File: config.mk
export PLATFORM = sky130hd
export DESIGN_NAME = psl_config_load
export DESIGN_NICKNAME = d
export VERILOG_FILES = /design/src/common/psl_pkg.sv /design/src/common/psl_ser_if.sv /design/src/design/psl_config_load.sv /design/src/design/psl_serializer.sv
export SDC_FILE = /design/constraint.sdc
export NUM_CORES = 1
export LEC_CHECK = 0
export BUFFER_PORTS_ARGS = -buffer_cell sky130_fd_sc_hd__buf_2
export CAP_MARGIN = 5
export CORE_ASPECT_RATIO = 1.25
export CORE_MARGIN = 2
export CORE_UTILIZATION = 25
export DETAILED_ROUTE_END_ITERATION = 10
export PLACE_DENSITY_LB_ADDON = 0.08
export SETUP_SLACK_MARGIN = 0.4
export SYNTH_ARGS = -nofsm -noshare
export SYNTH_HDL_FRONTEND = slang
export SYNTH_SLANG_ARGS = --single-unit
File: constraint.sdc
create_clock -name clk_sys -period 2.9 [get_ports clk_sys]
set_clock_uncertainty 0.05 [all_clocks]
set_input_delay 0.145 -clock clk_sys [delete_from_list [all_inputs] [get_ports clk_sys]]
set_output_delay 0.145 -clock clk_sys [all_outputs]
set_load 0.05 [all_outputs]
File: src/common/psl_pkg.sv
// Operation
// - ready rises 7.5 clocks after byte capture
// - large variant: 40 clock startup to user
// - small variant: 10 clock startup to user
// - completion low within 200 ns of restart
// - error status low within 200 ns of restart
// - error status released soon after restart rises
// - error pulse 10-40 us large, 1 us small
// - oscillator startup 2-8 / 0.6-2 us
// - capture on rise, serialize on eight falls
// - ready/busy shows serializing or ready
// - configuration error drives error status low
package psl_pkg;
    // ****************************************
    // timing
    // ****************************************
    localparam int CLK_NS          = 8;
    localparam int STAT_MIN_LG_NS  = 10000;
    localparam int STAT_MIN_SM_NS  = 1000;
    localparam int OSC_MIN_LG_NS   = 2000;
    localparam int OSC_MIN_SM_NS   = 600;
    localparam logic [11:0] STAT_LG_CYC = 12'((STAT_MIN_LG_NS + CLK_NS - 1) / CLK_NS);
    localparam logic [11:0] STAT_SM_CYC = 12'((STAT_MIN_SM_NS + CLK_NS - 1) / CLK_NS);
    localparam logic [11:0] OSC_LG_CYC  = 12'((OSC_MIN_LG_NS + CLK_NS - 1) / CLK_NS);
    localparam logic [11:0] OSC_SM_CYC  = 12'((OSC_MIN_SM_NS + CLK_NS - 1) / CLK_NS);
    localparam logic [5:0]  START_LG_CLKS = 6'h28;
    localparam logic [5:0]  START_SM_CLKS = 6'h0a;
    localparam logic [3:0]  BITS_PER_BYTE = 4'h8;

    // ****************************************
    // startup clock source and states
    // ****************************************
    localparam logic [1:0] SRC_OSC  = 2'h0;
    localparam logic [1:0] SRC_USER = 2'h1;

    typedef enum logic [7:0] {
        ST_RESTART = 8'h01,
        ST_STATUS  = 8'h02,
        ST_WAITLN  = 8'h04,
        ST_LOAD    = 8'h08,
        ST_SETTLE  = 8'h10,
        ST_STARTUP = 8'h20,
        ST_USER    = 8'h40,
        ST_FAULT   = 8'h80
    } psl_state_e;
endpackage

File: src/common/psl_ser_if.sv
`timescale 1ns/1ps
interface psl_ser_if;
    logic       loadStb;
    logic [7:0] loadByte;
    logic       fallStb;
    logic       clear;
    logic       bitOut;
    logic       bitValid;
    logic       busy;
    modport ctrl (output loadStb, loadByte, fallStb, clear, input bitOut, bitValid, busy);
    modport ser  (input loadStb, loadByte, fallStb, clear, output bitOut, bitValid, busy);
endinterface

File: src/design/psl_config_load.sv
`timescale 1ns/1ps
module psl_config_load
    import psl_pkg::*;
(
    input  wire logic        clk_sys,
    input  wire logic        rst,
    input  wire logic        configRestartN,
    input  wire logic        configClock,
    input  wire logic [7:0]  configData,
    input  wire logic        userStartupClock,
    input  wire logic [1:0]  startupSource,
    input  wire logic        largeVariant,
    input  wire logic [23:0] imageBytes,
    input  wire logic        frameError,
    input  wire logic        errorStatusNIn,
    output logic             errorStatusNOut,
    output logic             errorStatusNOeN,
    input  wire logic        configCompleteIn,
    output logic             configCompleteOut,
    output logic             configCompleteOeN,
    output logic             readyNotBusy,
    output logic             serialBit,
    output logic             serialValid,
    output logic             userMode
);
    // ****************************************
    // state
    // ****************************************
    typedef struct packed {
        logic        rstS1;
        logic        rstS2;
        logic        clkS1;
        logic        clkS2;
        logic        clkPrev;
        logic [7:0]  dataS1;
        logic [7:0]  dataS2;
        logic        ucS1;
        logic        ucS2;
        logic        ucPrev;
        logic        errS1;
        logic        errS2;
        logic        cmpS1;
        logic        cmpS2;
        psl_state_e  state;
        logic [11:0] timer;
        logic [23:0] byteCnt;
        logic [5:0]  startCnt;
        logic        errDrive;
        logic        cmpDrive;
        logic        rdy;
        logic        user;
        logic        serBit;
        logic        serValid;
    } psl_top_s;

    psl_top_s r_reg;
    psl_top_s r_next;
    psl_ser_if sif ();

    logic        riseCk;
    logic        fallCk;
    logic        riseUc;
    logic        startTick;
    logic [11:0] pulseMin;
    logic [11:0] oscCyc;
    logic [5:0]  startLimit;

    // edges only from second sync stage and its delayed copy
    assign riseCk    = r_reg.clkS2 & ~r_reg.clkPrev;
    assign fallCk    = ~r_reg.clkS2 & r_reg.clkPrev;
    assign riseUc    = r_reg.ucS2 & ~r_reg.ucPrev;
    assign startTick = (startupSource == SRC_USER) ? riseUc : riseCk;
    // variant picks the figures; the strap must be stable before restart rises
    assign pulseMin   = largeVariant ? STAT_LG_CYC : STAT_SM_CYC;
    assign oscCyc     = largeVariant ? OSC_LG_CYC : OSC_SM_CYC;
    assign startLimit = largeVariant ? START_LG_CLKS : START_SM_CLKS;

    psl_serializer u_ser (
        .clk_sys (clk_sys),
        .rst     (rst),
        .sif     (sif.ser)
    );

    // ****************************************
    // next-state logic
    // ****************************************
    always_comb begin
        r_next         = r_reg;
        r_next.rstS1   = configRestartN;
        r_next.rstS2   = r_reg.rstS1;
        r_next.clkS1   = configClock;
        r_next.clkS2   = r_reg.clkS1;
        r_next.clkPrev = r_reg.clkS2;
        r_next.dataS1  = configData;
        r_next.dataS2  = r_reg.dataS1;
        r_next.ucS1    = userStartupClock;
        r_next.ucS2    = r_reg.ucS1;
        r_next.ucPrev  = r_reg.ucS2;
        r_next.errS1   = errorStatusNIn;
        r_next.errS2   = r_reg.errS1;
        r_next.cmpS1   = configCompleteIn;
        r_next.cmpS2   = r_reg.cmpS1;
        r_next.serBit  = sif.bitOut;
        r_next.serValid = sif.bitValid;
        if (r_reg.timer != 12'hfff) begin
            r_next.timer = r_reg.timer + 12'h001; // saturates, no wrap
        end
        sif.loadStb  = 1'b0;
        sif.loadByte = r_reg.dataS2;
        sif.fallStb  = fallCk;
        sif.clear    = 1'b0;

        if (!r_reg.rstS2 && r_reg.state != ST_RESTART) begin
            // restart wins from any state; pull both lines low at once
            r_next.state    = ST_RESTART;
            r_next.timer    = 12'h000;
            r_next.errDrive = 1'b1;
            r_next.cmpDrive = 1'b1;
            r_next.rdy      = 1'b0;
            r_next.user     = 1'b0;
            sif.clear       = 1'b1;
        end else begin
            unique case (r_reg.state)
                ST_RESTART: begin
                    sif.clear        = 1'b1;
                    r_next.byteCnt   = 24'h000000;
                    r_next.startCnt  = 6'h00;
                    if (r_reg.rstS2) begin
                        r_next.state = ST_STATUS;
                    end
                end
                ST_STATUS: begin
                    // timer runs from the restart fall, so the pulse has its floor
                    if (r_reg.timer >= pulseMin) begin
                        r_next.errDrive = 1'b0;
                        r_next.state    = ST_WAITLN;
                    end
                end
                ST_WAITLN: begin
                    // host may stretch the line low; wait until it floats high
                    if (r_reg.errS2) begin
                        r_next.rdy   = 1'b1;
                        r_next.state = ST_LOAD;
                    end
                end
                ST_LOAD: begin
                    if (frameError || !r_reg.errS2) begin
                        r_next.errDrive = 1'b1;
                        r_next.rdy      = 1'b0;
                        r_next.state    = ST_FAULT;
                    end else if (riseCk && !sif.busy && r_reg.byteCnt != imageBytes) begin
                        sif.loadStb    = 1'b1;
                        r_next.byteCnt = r_reg.byteCnt + 24'h000001;
                        r_next.rdy     = 1'b0;
                    end else if (sif.bitValid && !sif.busy) begin
                        // last shift is the eighth fall, 7.5 clocks after capture
                        r_next.rdy = 1'b1;
                    end else if (!sif.busy && r_reg.byteCnt == imageBytes) begin
                        r_next.cmpDrive = 1'b0;
                        r_next.state    = ST_SETTLE;
                    end
                end
                ST_SETTLE: begin
                    // shared completion line: start only once every loader released it
                    if (r_reg.cmpS2) begin
                        r_next.timer    = 12'h000;
                        r_next.startCnt = 6'h00;
                        r_next.state    = ST_STARTUP;
                    end
                end
                ST_STARTUP: begin
                    if (startupSource == SRC_OSC) begin
                        if (r_reg.timer + 12'h001 >= oscCyc) begin
                            r_next.user  = 1'b1;
                            r_next.state = ST_USER;
                        end
                    end else if (startTick) begin
                        r_next.startCnt = r_reg.startCnt + 6'h01;
                        if (r_reg.startCnt + 6'h01 == startLimit) begin
                            r_next.user  = 1'b1;
                            r_next.state = ST_USER;
                        end
                    end
                end
                ST_USER: begin
                    r_next.user = 1'b1;
                end
                ST_FAULT: begin
                    // error held until the host restarts
                    r_next.errDrive = 1'b1;
                end
            endcase
        end
    end

    // ****************************************
    // registers
    // ****************************************
    always_ff @(posedge clk_sys or posedge rst) begin
        if (rst) begin
            r_reg          <= '0;
            r_reg.state    <= ST_RESTART;
            r_reg.errDrive <= 1'b1;
            r_reg.cmpDrive <= 1'b1;
        end else begin
            r_reg <= r_next;
        end
    end

    // open-drain pins only ever pull low
    assign errorStatusNOut   = 1'b0;
    assign configCompleteOut = 1'b0;
    assign errorStatusNOeN   = ~r_reg.errDrive;
    assign configCompleteOeN = ~r_reg.cmpDrive;
    assign readyNotBusy      = r_reg.rdy;
    assign serialBit         = r_reg.serBit;
    assign serialValid       = r_reg.serValid;
    assign userMode          = r_reg.user;
endmodule

File: src/design/psl_serializer.sv
`timescale 1ns/1ps
module psl_serializer
    import psl_pkg::*;
(
    input wire logic clk_sys,
    input wire logic rst,
    psl_ser_if.ser   sif
);
    typedef struct packed {
        logic [7:0] shift;
        logic [3:0] cnt;
        logic       bitOut;
        logic       bitValid;
    } psl_ser_s;

    psl_ser_s r_reg;
    psl_ser_s r_next;

    // ****************************************
    // shift one bit per falling config clock edge
    // ****************************************
    always_comb begin
        r_next = r_reg;
        r_next.bitValid = 1'b0;
        if (sif.clear) begin
            r_next.cnt = 4'h0;
        end else if (sif.loadStb) begin
            r_next.shift = sif.loadByte;
            r_next.cnt   = BITS_PER_BYTE;
        end else if (sif.fallStb && r_reg.cnt != 4'h0) begin
            r_next.bitOut   = r_reg.shift[7]; // msb first
            r_next.shift    = {r_reg.shift[6:0], 1'b0};
            r_next.cnt      = r_reg.cnt - 4'h1;
            r_next.bitValid = 1'b1;
        end
    end

    always_ff @(posedge clk_sys or posedge rst) begin
        if (rst) begin
            r_reg <= '0;
        end else begin
            r_reg <= r_next;
        end
    end

    assign sif.bitOut   = r_reg.bitOut;
    assign sif.bitValid = r_reg.bitValid;
    assign sif.busy     = (r_reg.cnt != 4'h0);
endmodule

* Word level (Yosys, flattened, before mapping)
Index checks and enable logic that the tools add are counted.
Widths: inputs -> output; s select.
** Word-level totals
- Register bits after elaboration :: 98
- Input bits :: 43
- Output and inout bits :: 8
- Logic and storage cells :: 167
** Operators by class
- $add $sub $neg :: 4
- $lt $le $gt $ge :: 2
- Eq/ne operators :: 34
- Mux-type cells :: 57
- Bitwise gates (word level) :: 11
- Reductions and logical operators :: 31
** Operators by type and width (number)
- $mux 8 :: 12
- $mux 24 :: 2
- $pmux 24 s2 :: 1
- $pmux 8 s6 :: 1
- $mux 20 :: 2
- $mux 12 :: 3
- $add 24x1->24 const B :: 1
- $eq 24x24->1 :: 1
- $mux 1 :: 24
- $mux 6 :: 4
- $ne 24x24->1 :: 1
- $ne 4x4->1 const B :: 6
- $pmux 6 s3 :: 1
- $ne 2x2->1 const B :: 8
- $ne 3x3->1 const B :: 5
- $mux 14 :: 1
- $add 12x1->12 const B :: 1
- $ge 12x11->1 :: 1
- $ge 12x8->1 :: 1
- $ne 12x12->1 const B :: 1
- $reduce_bool 3->1 :: 4
- $mux 11 :: 1
- $reduce_and 11->1 :: 1
- $reduce_and 5->1 :: 2
- 29 further kinds :: 54

* Longest topological paths before layout
Gate-level depths: netlist of run 1.
- Word-level depth :: 10
- Gate-level depth with buffers :: 11
- Depth with buffers taken out :: 11

* By module
From an unflattened synthesis of run 1, not the netlist that was laid out.
** Second synthesis, totals
- Cells, all modules :: 511
- Area, all modules :: 5173.7 sq um
** By module, submodules not included
- psl_config_load :: instances 1, cells an instance 451, area an instance 4470.5 sq um, sequential area each 2105.8 sq um
- psl_serializer :: instances 1, cells an instance 60, area an instance 703.2 sq um, sequential area each 350.3 sq um

* Least setup slack after synthesis of run 1
No wires, ideal clock.
- Path kind :: register -> register
- Start point :: register r_reg[36] (netlist name)
- End point :: register r_reg[51] (netlist name)
- Library setup time :: 125 ps
- Arrival :: 2517 ps
- Data required time :: 2725 ps
- Setup slack :: 208 ps
- Stages on the path, launching flop included :: 12
- Path buffers :: 0
- Period minus slack after synthesis :: 2692 ps
- Cells stage by stage :: dfrtp_1 > ha_1 > nand3_1 > xnor2_1 > inv_1 > ha_1 > nand2_1 > o31a_1 > nor3b_1 > nor4b_2 > nor3_4 > mux2_2
** Between the ends
- Longest elaborated chain between the ends :: 4
- Elaborated cells on any way between the ends :: 6
- Classes of those cells :: add/sub: 1; order compare: 2; eq/ne: 2; reduce/logical: 1
** Ends and longest elaborated chain
- start: declaration :: line psl_config_load.sv:56 : psl_top_s r_reg;
- start signal: assignment :: line psl_config_load.sv:206 : r_reg <= r_next;
- $add 12x1->12 :: line psl_config_load.sv:173 : if (r_reg.timer + 12'h001 >= oscCyc) begin
- $ge 12x8->1 :: line psl_config_load.sv:173
- $ne 4x4->1 (no line)
- $reduce_and 11->1 (no line) *
Every way passes the cells marked *; elsewhere a longest branch is shown, timed or not.
A chain may end at the register's enable or synchronous reset.

* Worst setup path after layout of run 1
- Start point :: register r_reg[49] (netlist name)
- End point :: register r_reg[51] (netlist name)
** Between the ends
- Longest elaborated chain between the ends :: 4
- Elaborated cells on any way between the ends :: 22
- Classes of those cells :: eq/ne: 17; mux: 2; reduce/logical: 3
** Ends and longest elaborated chain
- $ne 8x1->1 :: line psl_config_load.sv:113 : if (!r_reg.rstS2 && r_reg.state != ST_RESTART) begin
- $logic_and 1x1->1 :: line psl_config_load.sv:113
- $ne 4x4->1 (no line) (tied with other cells)
- $reduce_and 11->1 (no line)
Several ways; a longest one is shown, not always the timed one.

==> reports/metrics.csv, run 1 <==
metric;value;unit
Seq pwr share;0.390;
worst setup margin;252;ps
H-tree Lvls;3;
Setup WS pre-CTS;0.0793;ps
maximum buffer depth of the clock tree;2;
max FFs per register;57;
fmax;0.378;GHz
grt total ovfl;0;
pin count of the biggest net entering global routing;43;
worst path required time;3090;ps
most frequent cells in the layout;dfrtp_1, buf_2, buf_4;
Num CTS Buffers;9;
WL final;14300;um
Clock Tree Root;clkbuf_16;
via count;4245;
Initial Util;0.253;
Overall Global Routing Usage;0.136;
EDFF count, synth;0;
slowest stage delay, CP;390;ps
first-pass GRT wire length;22800;um
Clk network pwr share;0.332;
worst-margin pin slew;899;ps
worst path bufs/invs;1;
Slew headroom;0.399;
mapped cell area;5070;um2
unrepaired setup endpoints after global routing;true;
Boundary Pins;51;
Synth Flop Type;dfrtp_1;
clk_lat worst skew;360;ps
Switching Power;1310;uW
Die W;131;um
crit path DAT;2840;ps
synth warn;0;
Tmin final;2650;ps
Placeable Area;20000;um2
n_diodes;0;
Finish-stage setup viols;0;
via/cell ratio;4.68;
Crit path max-delay family;compound AO/OA/AOI/OAI gates;
CP max stage cell;dfrtp_1;
RePlAce Congestion;0.801;
clk sink count;98;
CP endpoint kind;flop;
Die Area;21400;um2
ys async rst share;1.00;
CP cell instances;buf_4 > nor4b_1 > a311oi_1 > o311ai_0 > a31oi_1 > a211o_1 > nor3_4 > mux2_4;
layout cells sized above 1;0.314;
DRT iter0 DRCs;203;
min-delay src;frameError;
Yosys cell types;60;
pwr dens;559;nW/um2
CP Launch Type;flop;
Finished Layout Cells;907;
mean routed wirelength per cell;15.8;um
# nets final;690;
FF+latch count, synth;98;
CTS tree;yes;
Final Cycle Share;0.913;
internal power;2600;uW
DP Cell Count;838;
area delta synth->final;37.9;%
Lkg Pwr;0.00310;uW
max-cap viol count;0;
maximum VDD drop;0.245;mV
placed cell area;5850;um2
Power, Total;3910;uW
endpoints failing hold;0;
Remaining DRCs;0;
design area;6990;um2
hold_ws;133;ps
Syn Inst Count;502;
Initial DRT Pass Iterations;5;
Critical path origin;r_reg[49];
post-synthesis sequential area ratio;0.485;
min-delay worst type;in -> reg;
CP max FO;5;
Syn Area/Cell;10.1;um2
initial antenna violation count;0;
# rows;58;
worst r2r src;r_reg[49];
Slew Limit Fails;0;
vias in the first global route;4201;
antenna-violating nets left;0;
Setup Crit Path Kind;reg -> reg;
outcome;finished, final reports clean;
clock edge transition at the registers on the reported setup and hold paths;80;ps
commonest non-fill, non-tap cell in the layout;dfrtp_1;
IO Port Bufs;48;
die height;163;um
switch share;0.335;
post-DP HPWL;9910;um
Comb pwr share;0.278;
==> final cells by class <==
type,instances,area (um2)
fillers,2077,13000
clock inverters,7,92.6
repair buffers,135,1040
flip-flops and latches,98,2460
clock buffers,9,225
well taps,270,338
inverters,20,78.8
multi-input cells,368,2750
==> timing repair <==
item                                    in CTS  in global routing
hold buffers                                14                  0
gates cloned                                 0                  3
endpoints found under the setup margin      26                 35
pin swaps                                   22                 25
gates resized for setup                     34                 48
endpoints found under the hold margin       46                  0
buffers inserted                            27                  9
==> cells by family after synthesis <==
kind of cell | after synthesis | share of synthesized area
AO/OA/AOI/OAI | 92 | 0.120
flip-flops | 98 | 0.485
buffers and inverters | 38 | 0.0316
multiplexers | 16 | 0.0343
adder cells (fa/ha/maj) | 15 | 0.0370
XOR/XNOR | 57 | 0.0985
other | 1 | 0.000740
AND/OR/NAND/NOR | 185 | 0.193
==> per-layer routing <==
metal	global-route usage	wire length, um	vias to the layer above
met4	0.0603	289	0
li1	-	-	2059
met1	0.174	6400	2068
met3	0.0251	458	22
met5	0	0	-
met2	0.224	7190	96
==> metrics by stage <==
| stage | util | TNS (ps) |
|---|---|---|
| floorplan | - | 0 |
| global placement | 0.292 | -116 |
| detailed placement | 0.292 | 0 |
| CTS | 0.333 | 0 |
| global route | 0.349 | 0 |
| finish | 0.349 | 0 |
==> cell usage after synthesis, types with 3 or more instances <==
library cell  count  area [um2]
nor3_1            9        45.0
dfstp_2           3        78.8
a21oi_1          23         115
dfrtp_1          95        2380
xnor2_1          16         140
o311ai_0          3        26.3
xor2_1           41         359
and4_1            4        35.0
nor4b_1           3        26.3
and2_1            4        25.0
mux2_2           11         124
or3_1             9        56.3
a22o_1            7        61.3
and3_1            4        25.0
ha_1             15         188
nor3b_1           3        22.5
nor2b_1           3        18.8
nand3_1          21         105
o211ai_1          3        22.5
buf_4             3        22.5
nor2_1           46         173
o21ai_0          25         125
mux2i_1           5        50.1
inv_1            20        75.1
a211oi_1          3        22.5
nand2_1          35         131
nand4_1          13        81.3
nand3b_1          3        22.5
o31ai_1           3        22.5
buf_2             5        25.0
nand2b_1          6        37.5
a311oi_1          3        26.3
nor4_1           12        75.1
or2_2             3        18.8
clkbuf_1         10        37.5
==> path summary, 6_finish.rpt <==
check | to | slack [ps] | cells past startpoint
min reg2reg | sif.loadByte[3] | 300 | 0
max | r_reg[51] | 250 | 8
min in group asynchronous | r_next[80] | 460 | 3
max reg2reg | r_reg[51] | 250 | 8
max in group asynchronous | u_ser.r_reg[11] | 1520 | 4
min | readyNotBusy | 130 | 4
==> worst min-delay path, delay by kind of cell <==
kind	cells	cell delay, ps
AOI/OAI and AO/OA	2	180
buffers and inverters	1	90
and+or+nand+nor	1	80
==> power by group through the flow <==
stage,logic (uW),registers [uW],clock network (uW)
after global placement,945,1550,0
after detailed placement,934,1550,0
after floorplan,573,1540,0
after CTS,1060,1520,1350
after global routing,1210,1540,1400
final,1090,1530,1300
No activity file was read; power rests on OpenSTA's default activity.
==> run 2: changes to the inputs <==
GPL_TIMING_DRIVEN = 0   (was default)
clock period = 2.35 ns   (was 2.9 ns; I/O delays follow)
==> reports/metrics.csv, run 2 (synthesis results as in run 1) <==
metric;value;unit;change
CP endpoint kind;flop;;
final setup TNS;-7540;ps;-7540 ps
slowest stage delay, CP;400;ps;about the same
die height;163;um;unchanged
pwr dens;714;nW/um2;+28%
worst path bufs/invs;1;;unchanged
CP max stage cell;dfrtp_1;;
layout cells sized above 1;0.365;;+0.0507
Overall Global Routing Usage;0.138;;+0.00198
vias in the first global route;4417;;+5.1%
H-tree Lvls;3;;unchanged
violated checks;setup timing;;
worst-margin pin slew;676;ps;-224 ps
area delta synth->final;44.0;%;
clk_lat worst skew;360;ps;about the same
commonest non-fill, non-tap cell in the layout;dfrtp_1;;
Final Cycle Share;1.14;;+0.225
CP max FO;5;;unchanged
Finish-stage setup viols;42;;+42
outcome;finished, violations left;;
hold_ws;114;ps;-19.1 ps
# nets final;692;;+0.29%
max FFs per register;57;;unchanged
via count;4209;;-0.85%
Initial DRT Pass Iterations;5;;unchanged
Setup Crit Path Kind;reg -> reg;;
fmax;0.374;GHz;-1.0%
Power, Total;5210;uW;+33%
fillers;2070;;-0.34%
CP cell instances;xor2_1 > nor4_2 > nand4_1 > o41a_1 > a211o_1 > nor3_4 > buf_12 > mux2_4;;
DRT iter0 DRCs;170;;-16%
IO Port Bufs;48;;unchanged
most frequent cells in the layout;dfrtp_1, buf_2, buf_4;;
Slew Limit Fails;0;;unchanged
Crit path max-delay family;simple AND/OR/NAND/NOR gates;;
worst setup margin;-326;ps;-577 ps
Slew headroom;0.548;;+0.149
CP Launch Type;flop;;
first-pass GRT wire length;23500;um;+3.2%
n_diodes;0;;unchanged
grt total ovfl;0;;unchanged
mean routed wirelength per cell;15.7;um;-0.49%
clock edge transition at the registers on the reported setup and hold paths;70;ps;about the same
min-delay worst type;in -> reg;;
crit path DAT;2860;ps;+20 ps
RePlAce Congestion;0.755;;-5.7%
Boundary Pins;51;;unchanged
post-DP HPWL;9580;um;-3.3%
maximum buffer depth of the clock tree;2;;unchanged
Placeable Area;20000;um2;unchanged
worst path required time;2530;ps;-560 ps
Remaining DRCs;0;;unchanged
Die W;131;um;unchanged
max-cap viol count;0;;unchanged
# rows;58;;unchanged
Clock Tree Root;clkbuf_16;;
initial antenna violation count;0;;unchanged
Tmin final;2680;ps;+27.4 ps
via/cell ratio;4.63;;-1.1%
antenna-violating nets left;0;;unchanged
CTS tree;yes;;
Initial Util;0.253;;unchanged
clk sink count;98;;unchanged
Lkg Pwr;0.00324;uW;+4.5%
unrepaired setup endpoints after global routing;true;;
Num CTS Buffers;9;;unchanged
pin count of the biggest net entering global routing;40;;-7.0%
maximum VDD drop;0.305;mV;+25%
WL final;14300;um;-0.27%
Die Area;21400;um2;unchanged
endpoints failing hold;0;;unchanged
## run 2: cell count changes in the layout (fill, tap and decap cells not counted), sizes merged
cell,delta
bufinv,+1
clkinv,-1
clkbuf,+6
inv,-1
buf,-2
o211ai,-1
## run 2: worst paths after layout
kind,startpoint,end,slack [ps],cells past startpoint
max,r_reg[13],r_reg[52],-330,8
min,frameError,readyNotBusy,110,4
max reg2reg,r_reg[13],r_reg[52],-330,8
min reg2reg,r_next[58],r_reg[58],300,0
max in group asynchronous,rst,sif.loadByte[1],1010,5
min in group asynchronous,rst,r_reg[50],360,3
## run 2: through the flow
stage | instances | setup slack, ps | area, um2 | util
after floorplan | 503 | -305 | 5150 | -
after global placement | 821 | -877 | 5730 | 0.286
after detailed placement | 823 | -886 | 5770 | 0.288
after CTS | 893 | -398 | 7000 | 0.349
after global routing | 909 | -477 | 7290 | 0.364
final | 909 | -326 | 7290 | 0.364
## run 2: area by class of cell
class / instances / area [um2] / area share
multi-input cells: 367 / 2940 / 0.403
flip-flops and latches: 98 / 2470 / 0.338
repair buffers: 120 / 985 / 0.135
well taps: 270 / 338 / 0.0463
clock buffers: 10 / 239 / 0.0328
plain buffers: 18 / 139 / 0.0190
clock inverters: 6 / 105 / 0.0144
inverters: 20 / 81.3 / 0.0112
## run 2: worst reg2reg max path, stage by stage (launching register included)
cell     delay, ps
dfrtp_1        400
xor2_1         160
nor4_2         360
nand4_1        240
o41a_1         400
a211o_1        290
nor3_4         220
buf_12         150
mux2_4         290
## run 2: repair_timing
| item | 4_1_cts | 5_1_grt |
|---|---|---|
| buffers inserted | 37 | 15 |
| gates resized for setup | 92 | 51 |
| hold buffers | 14 | 0 |
| endpoints found under the setup margin | 67 | 67 |
| hold endpoints to repair | 39 | 0 |
| cloned | 3 | 1 |
| pin swaps | 43 | 26 |
## run 2: layer usage
| layer | vias to the layer above | wire length [um] | GRT usage |
|---|---|---|---|
| met5 | - | 0 | 0 |
| met4 | 0 | 250 | 0.0479 |
| met3 | 16 | 385 | 0.0261 |
| met2 | 60 | 7340 | 0.245 |
| met1 | 2079 | 6320 | 0.168 |
| li1 | 2054 | - | - |
## run 2: power by group
part	switching [uW]	total [uW]	leakage, uW	internal, uW
logic	869	1580	0.00180	710
clock network	725	1710	0.000168	988
registers	123	1920	0.00127	1790
total	1720	5210	0.00324	3490
==> run 3: changes to the inputs <==
clock period = 2.5 ns   (was 2.35 ns; I/O delays follow)
==> reports/metrics.csv, run 3 (synthesis results as in run 1) <==
metric;value;unit;change
outcome;finished, violations left;;
violated checks;setup timing;;
hold_ws;95.3;ps;-18.7 ps
maximum VDD drop;0.345;mV;+13%
clock edge transition at the registers on the reported setup and hold paths;80;ps;about the same
DRT iter0 DRCs;143;;-16%
die height;163;um;unchanged
min-delay worst type;in -> reg;;
CP max FO;6;;+1
worst-margin pin slew;644;ps;-32.0 ps
pwr dens;641;nW/um2;-10%
Boundary Pins;51;;unchanged
final core occ;0.363;;-0.000687
Slew headroom;0.569;;+0.0204
post-DP HPWL;9350;um;-2.4%
# rows;58;;unchanged
most frequent CP cell;buf_6;;
unrepaired setup endpoints after global routing;true;;
Die Area;21400;um2;unchanged
worst path bufs/invs;2;;+1
via count;4193;;-0.38%
# nets final;693;;+0.14%
Finish-stage setup viols;18;;-57%
via/cell ratio;4.61;;-0.49%
RePlAce Congestion;0.782;;+3.6%
endpoints failing hold;0;;unchanged
H-tree Lvls;3;;unchanged
final setup TNS;-1510;ps;+6030 ps
Final Cycle Share;1.08;;-0.0594
pin count of the biggest net entering global routing;42;;+5.0%
IO Port Bufs;48;;unchanged
Initial DRT Pass Iterations;5;;unchanged
max-cap viol count;0;;unchanged
Tmin final;2700;ps;+22.2 ps
initial antenna violation count;0;;unchanged
Slew Limit Fails;0;;unchanged
grt total ovfl;0;;unchanged
CTS tree;yes;;
antenna-violating nets left;0;;unchanged
CP endpoint kind;flop;;
Setup WS pre-CTS;-651;ps;+236 ps
Clock Tree Root;clkbuf_16;;
Crit path max-delay family;simple AND/OR/NAND/NOR gates;;
Remaining DRCs;0;;unchanged
clk sink count;98;;unchanged
vias in the first global route;4344;;-1.7%
maximum buffer depth of the clock tree;2;;unchanged
area delta synth->final;43.7;%;
Num CTS Buffers;9;;unchanged
first-pass GRT wire length;23100;um;-1.7%
crit path DAT;2890;ps;+30 ps
Overall Global Routing Usage;0.136;;-0.00192
CP max stage cell;dfrtp_1;;
commonest non-fill, non-tap cell in the layout;dfrtp_1;;
fillers;2056;;-0.68%
worst setup margin;-198;ps;+128 ps
layout cells sized above 1;0.370;;+0.00568
Die W;131;um;unchanged
Lkg Pwr;0.00321;uW;-0.88%
Placeable Area;20000;um2;unchanged
WL final;14000;um;-2.2%
clk_lat worst skew;360;ps;about the same
Finished Layout Cells;910;;+0.11%
CP Launch Type;flop;;
mean routed wirelength per cell;15.4;um;-2.3%
max FFs per register;57;;unchanged
worst path required time;2690;ps;+160 ps
slowest stage delay, CP;390;ps;about the same
CP cell instances;xor2_1 > nor4_2 > nand4_1 > buf_6 > o41a_1 > a211o_1 > nor3_4 > buf_6 > mux2_4;;
most frequent cells in the layout;dfrtp_1, buf_2, nor2_1;;
Initial Util;0.253;;unchanged
Setup Crit Path Kind;reg -> reg;;
n_diodes;0;;unchanged
DP Cell Count;823;;unchanged
fmax;0.371;GHz;-0.82%
==> run 3: cell type report <==
class,instances,area (um2),area share
buffer,18,128,0.0175
timing repair buffer,121,968,0.133
multi-input combinational,367,2980,0.410
tap,270,338,0.0464
clock buffer,10,239,0.0328
clock inverter,6,76.3,0.0105
inverter,20,78.8,0.0108
sequential,98,2470,0.339
==> run 3: power breakdown <==
group / internal, uW / switching (uW) / total (uW)
registers: 1690 / 103 / 1790
clock network: 825 / 688 / 1510
logic: 575 / 790 / 1370
total: 3090 / 1580 / 4670
==> run 3: repair_timing <==
item / CTS / global route
hold buffers: 14 / 0
endpoints found under the hold margin: 35 / 0
resized for setup: 98 / 60
cloned: 2 / 0
pin swaps: 54 / 43
endpoints found under the setup margin: 66 / 66
buffers inserted: 43 / 12
==> run 3: path summary, 6_finish.rpt <==
kind,from,to,slack (ps),cells after the start
max in group asynchronous,rst,serialBit,1200,5
setup reg to reg,r_reg[33],r_reg[54],-200,9
hold / removal,frameError,readyNotBusy,100,4
min in group asynchronous,rst,r_reg[46],340,3
hold reg to reg,r_next[80],r_next[79],300,0
setup / recovery,r_reg[33],r_reg[54],-200,9
==> run 3: worst reg2reg max path, delay by kind of cell, from the launching register on <==
kind                   cells  cell delay [ps]
AO/OA/AOI/OAI              2              670
XOR/XNOR                   1              150
buffers and inverters      2              310
flip-flops                 1              390
multiplexers               1              300
AND/OR/NAND/NOR            3              700
==> run 3: per-layer routing <==
| layer | up-vias | wire, um | part of all wire | track usage |
|---|---|---|---|---|
| met4 | 0 | 229 | 0.016 | 0.0474 |
| met2 | 74 | 7090 | 0.51 | 0.234 |
| met5 | - | 0 | 0 | 0 |
| met3 | 16 | 387 | 0.028 | 0.0251 |
| li1 | 2058 | - | - | - |
| met1 | 2045 | 6280 | 0.45 | 0.171 |
==> run 3: stage by stage <==
step	total power, uW	area [um2]
final	4670	7280
after global placement	2790	5720
after detailed placement	2790	5760
after floorplan	2470	5140
after CTS	4620	7010
after global routing	4950	7280
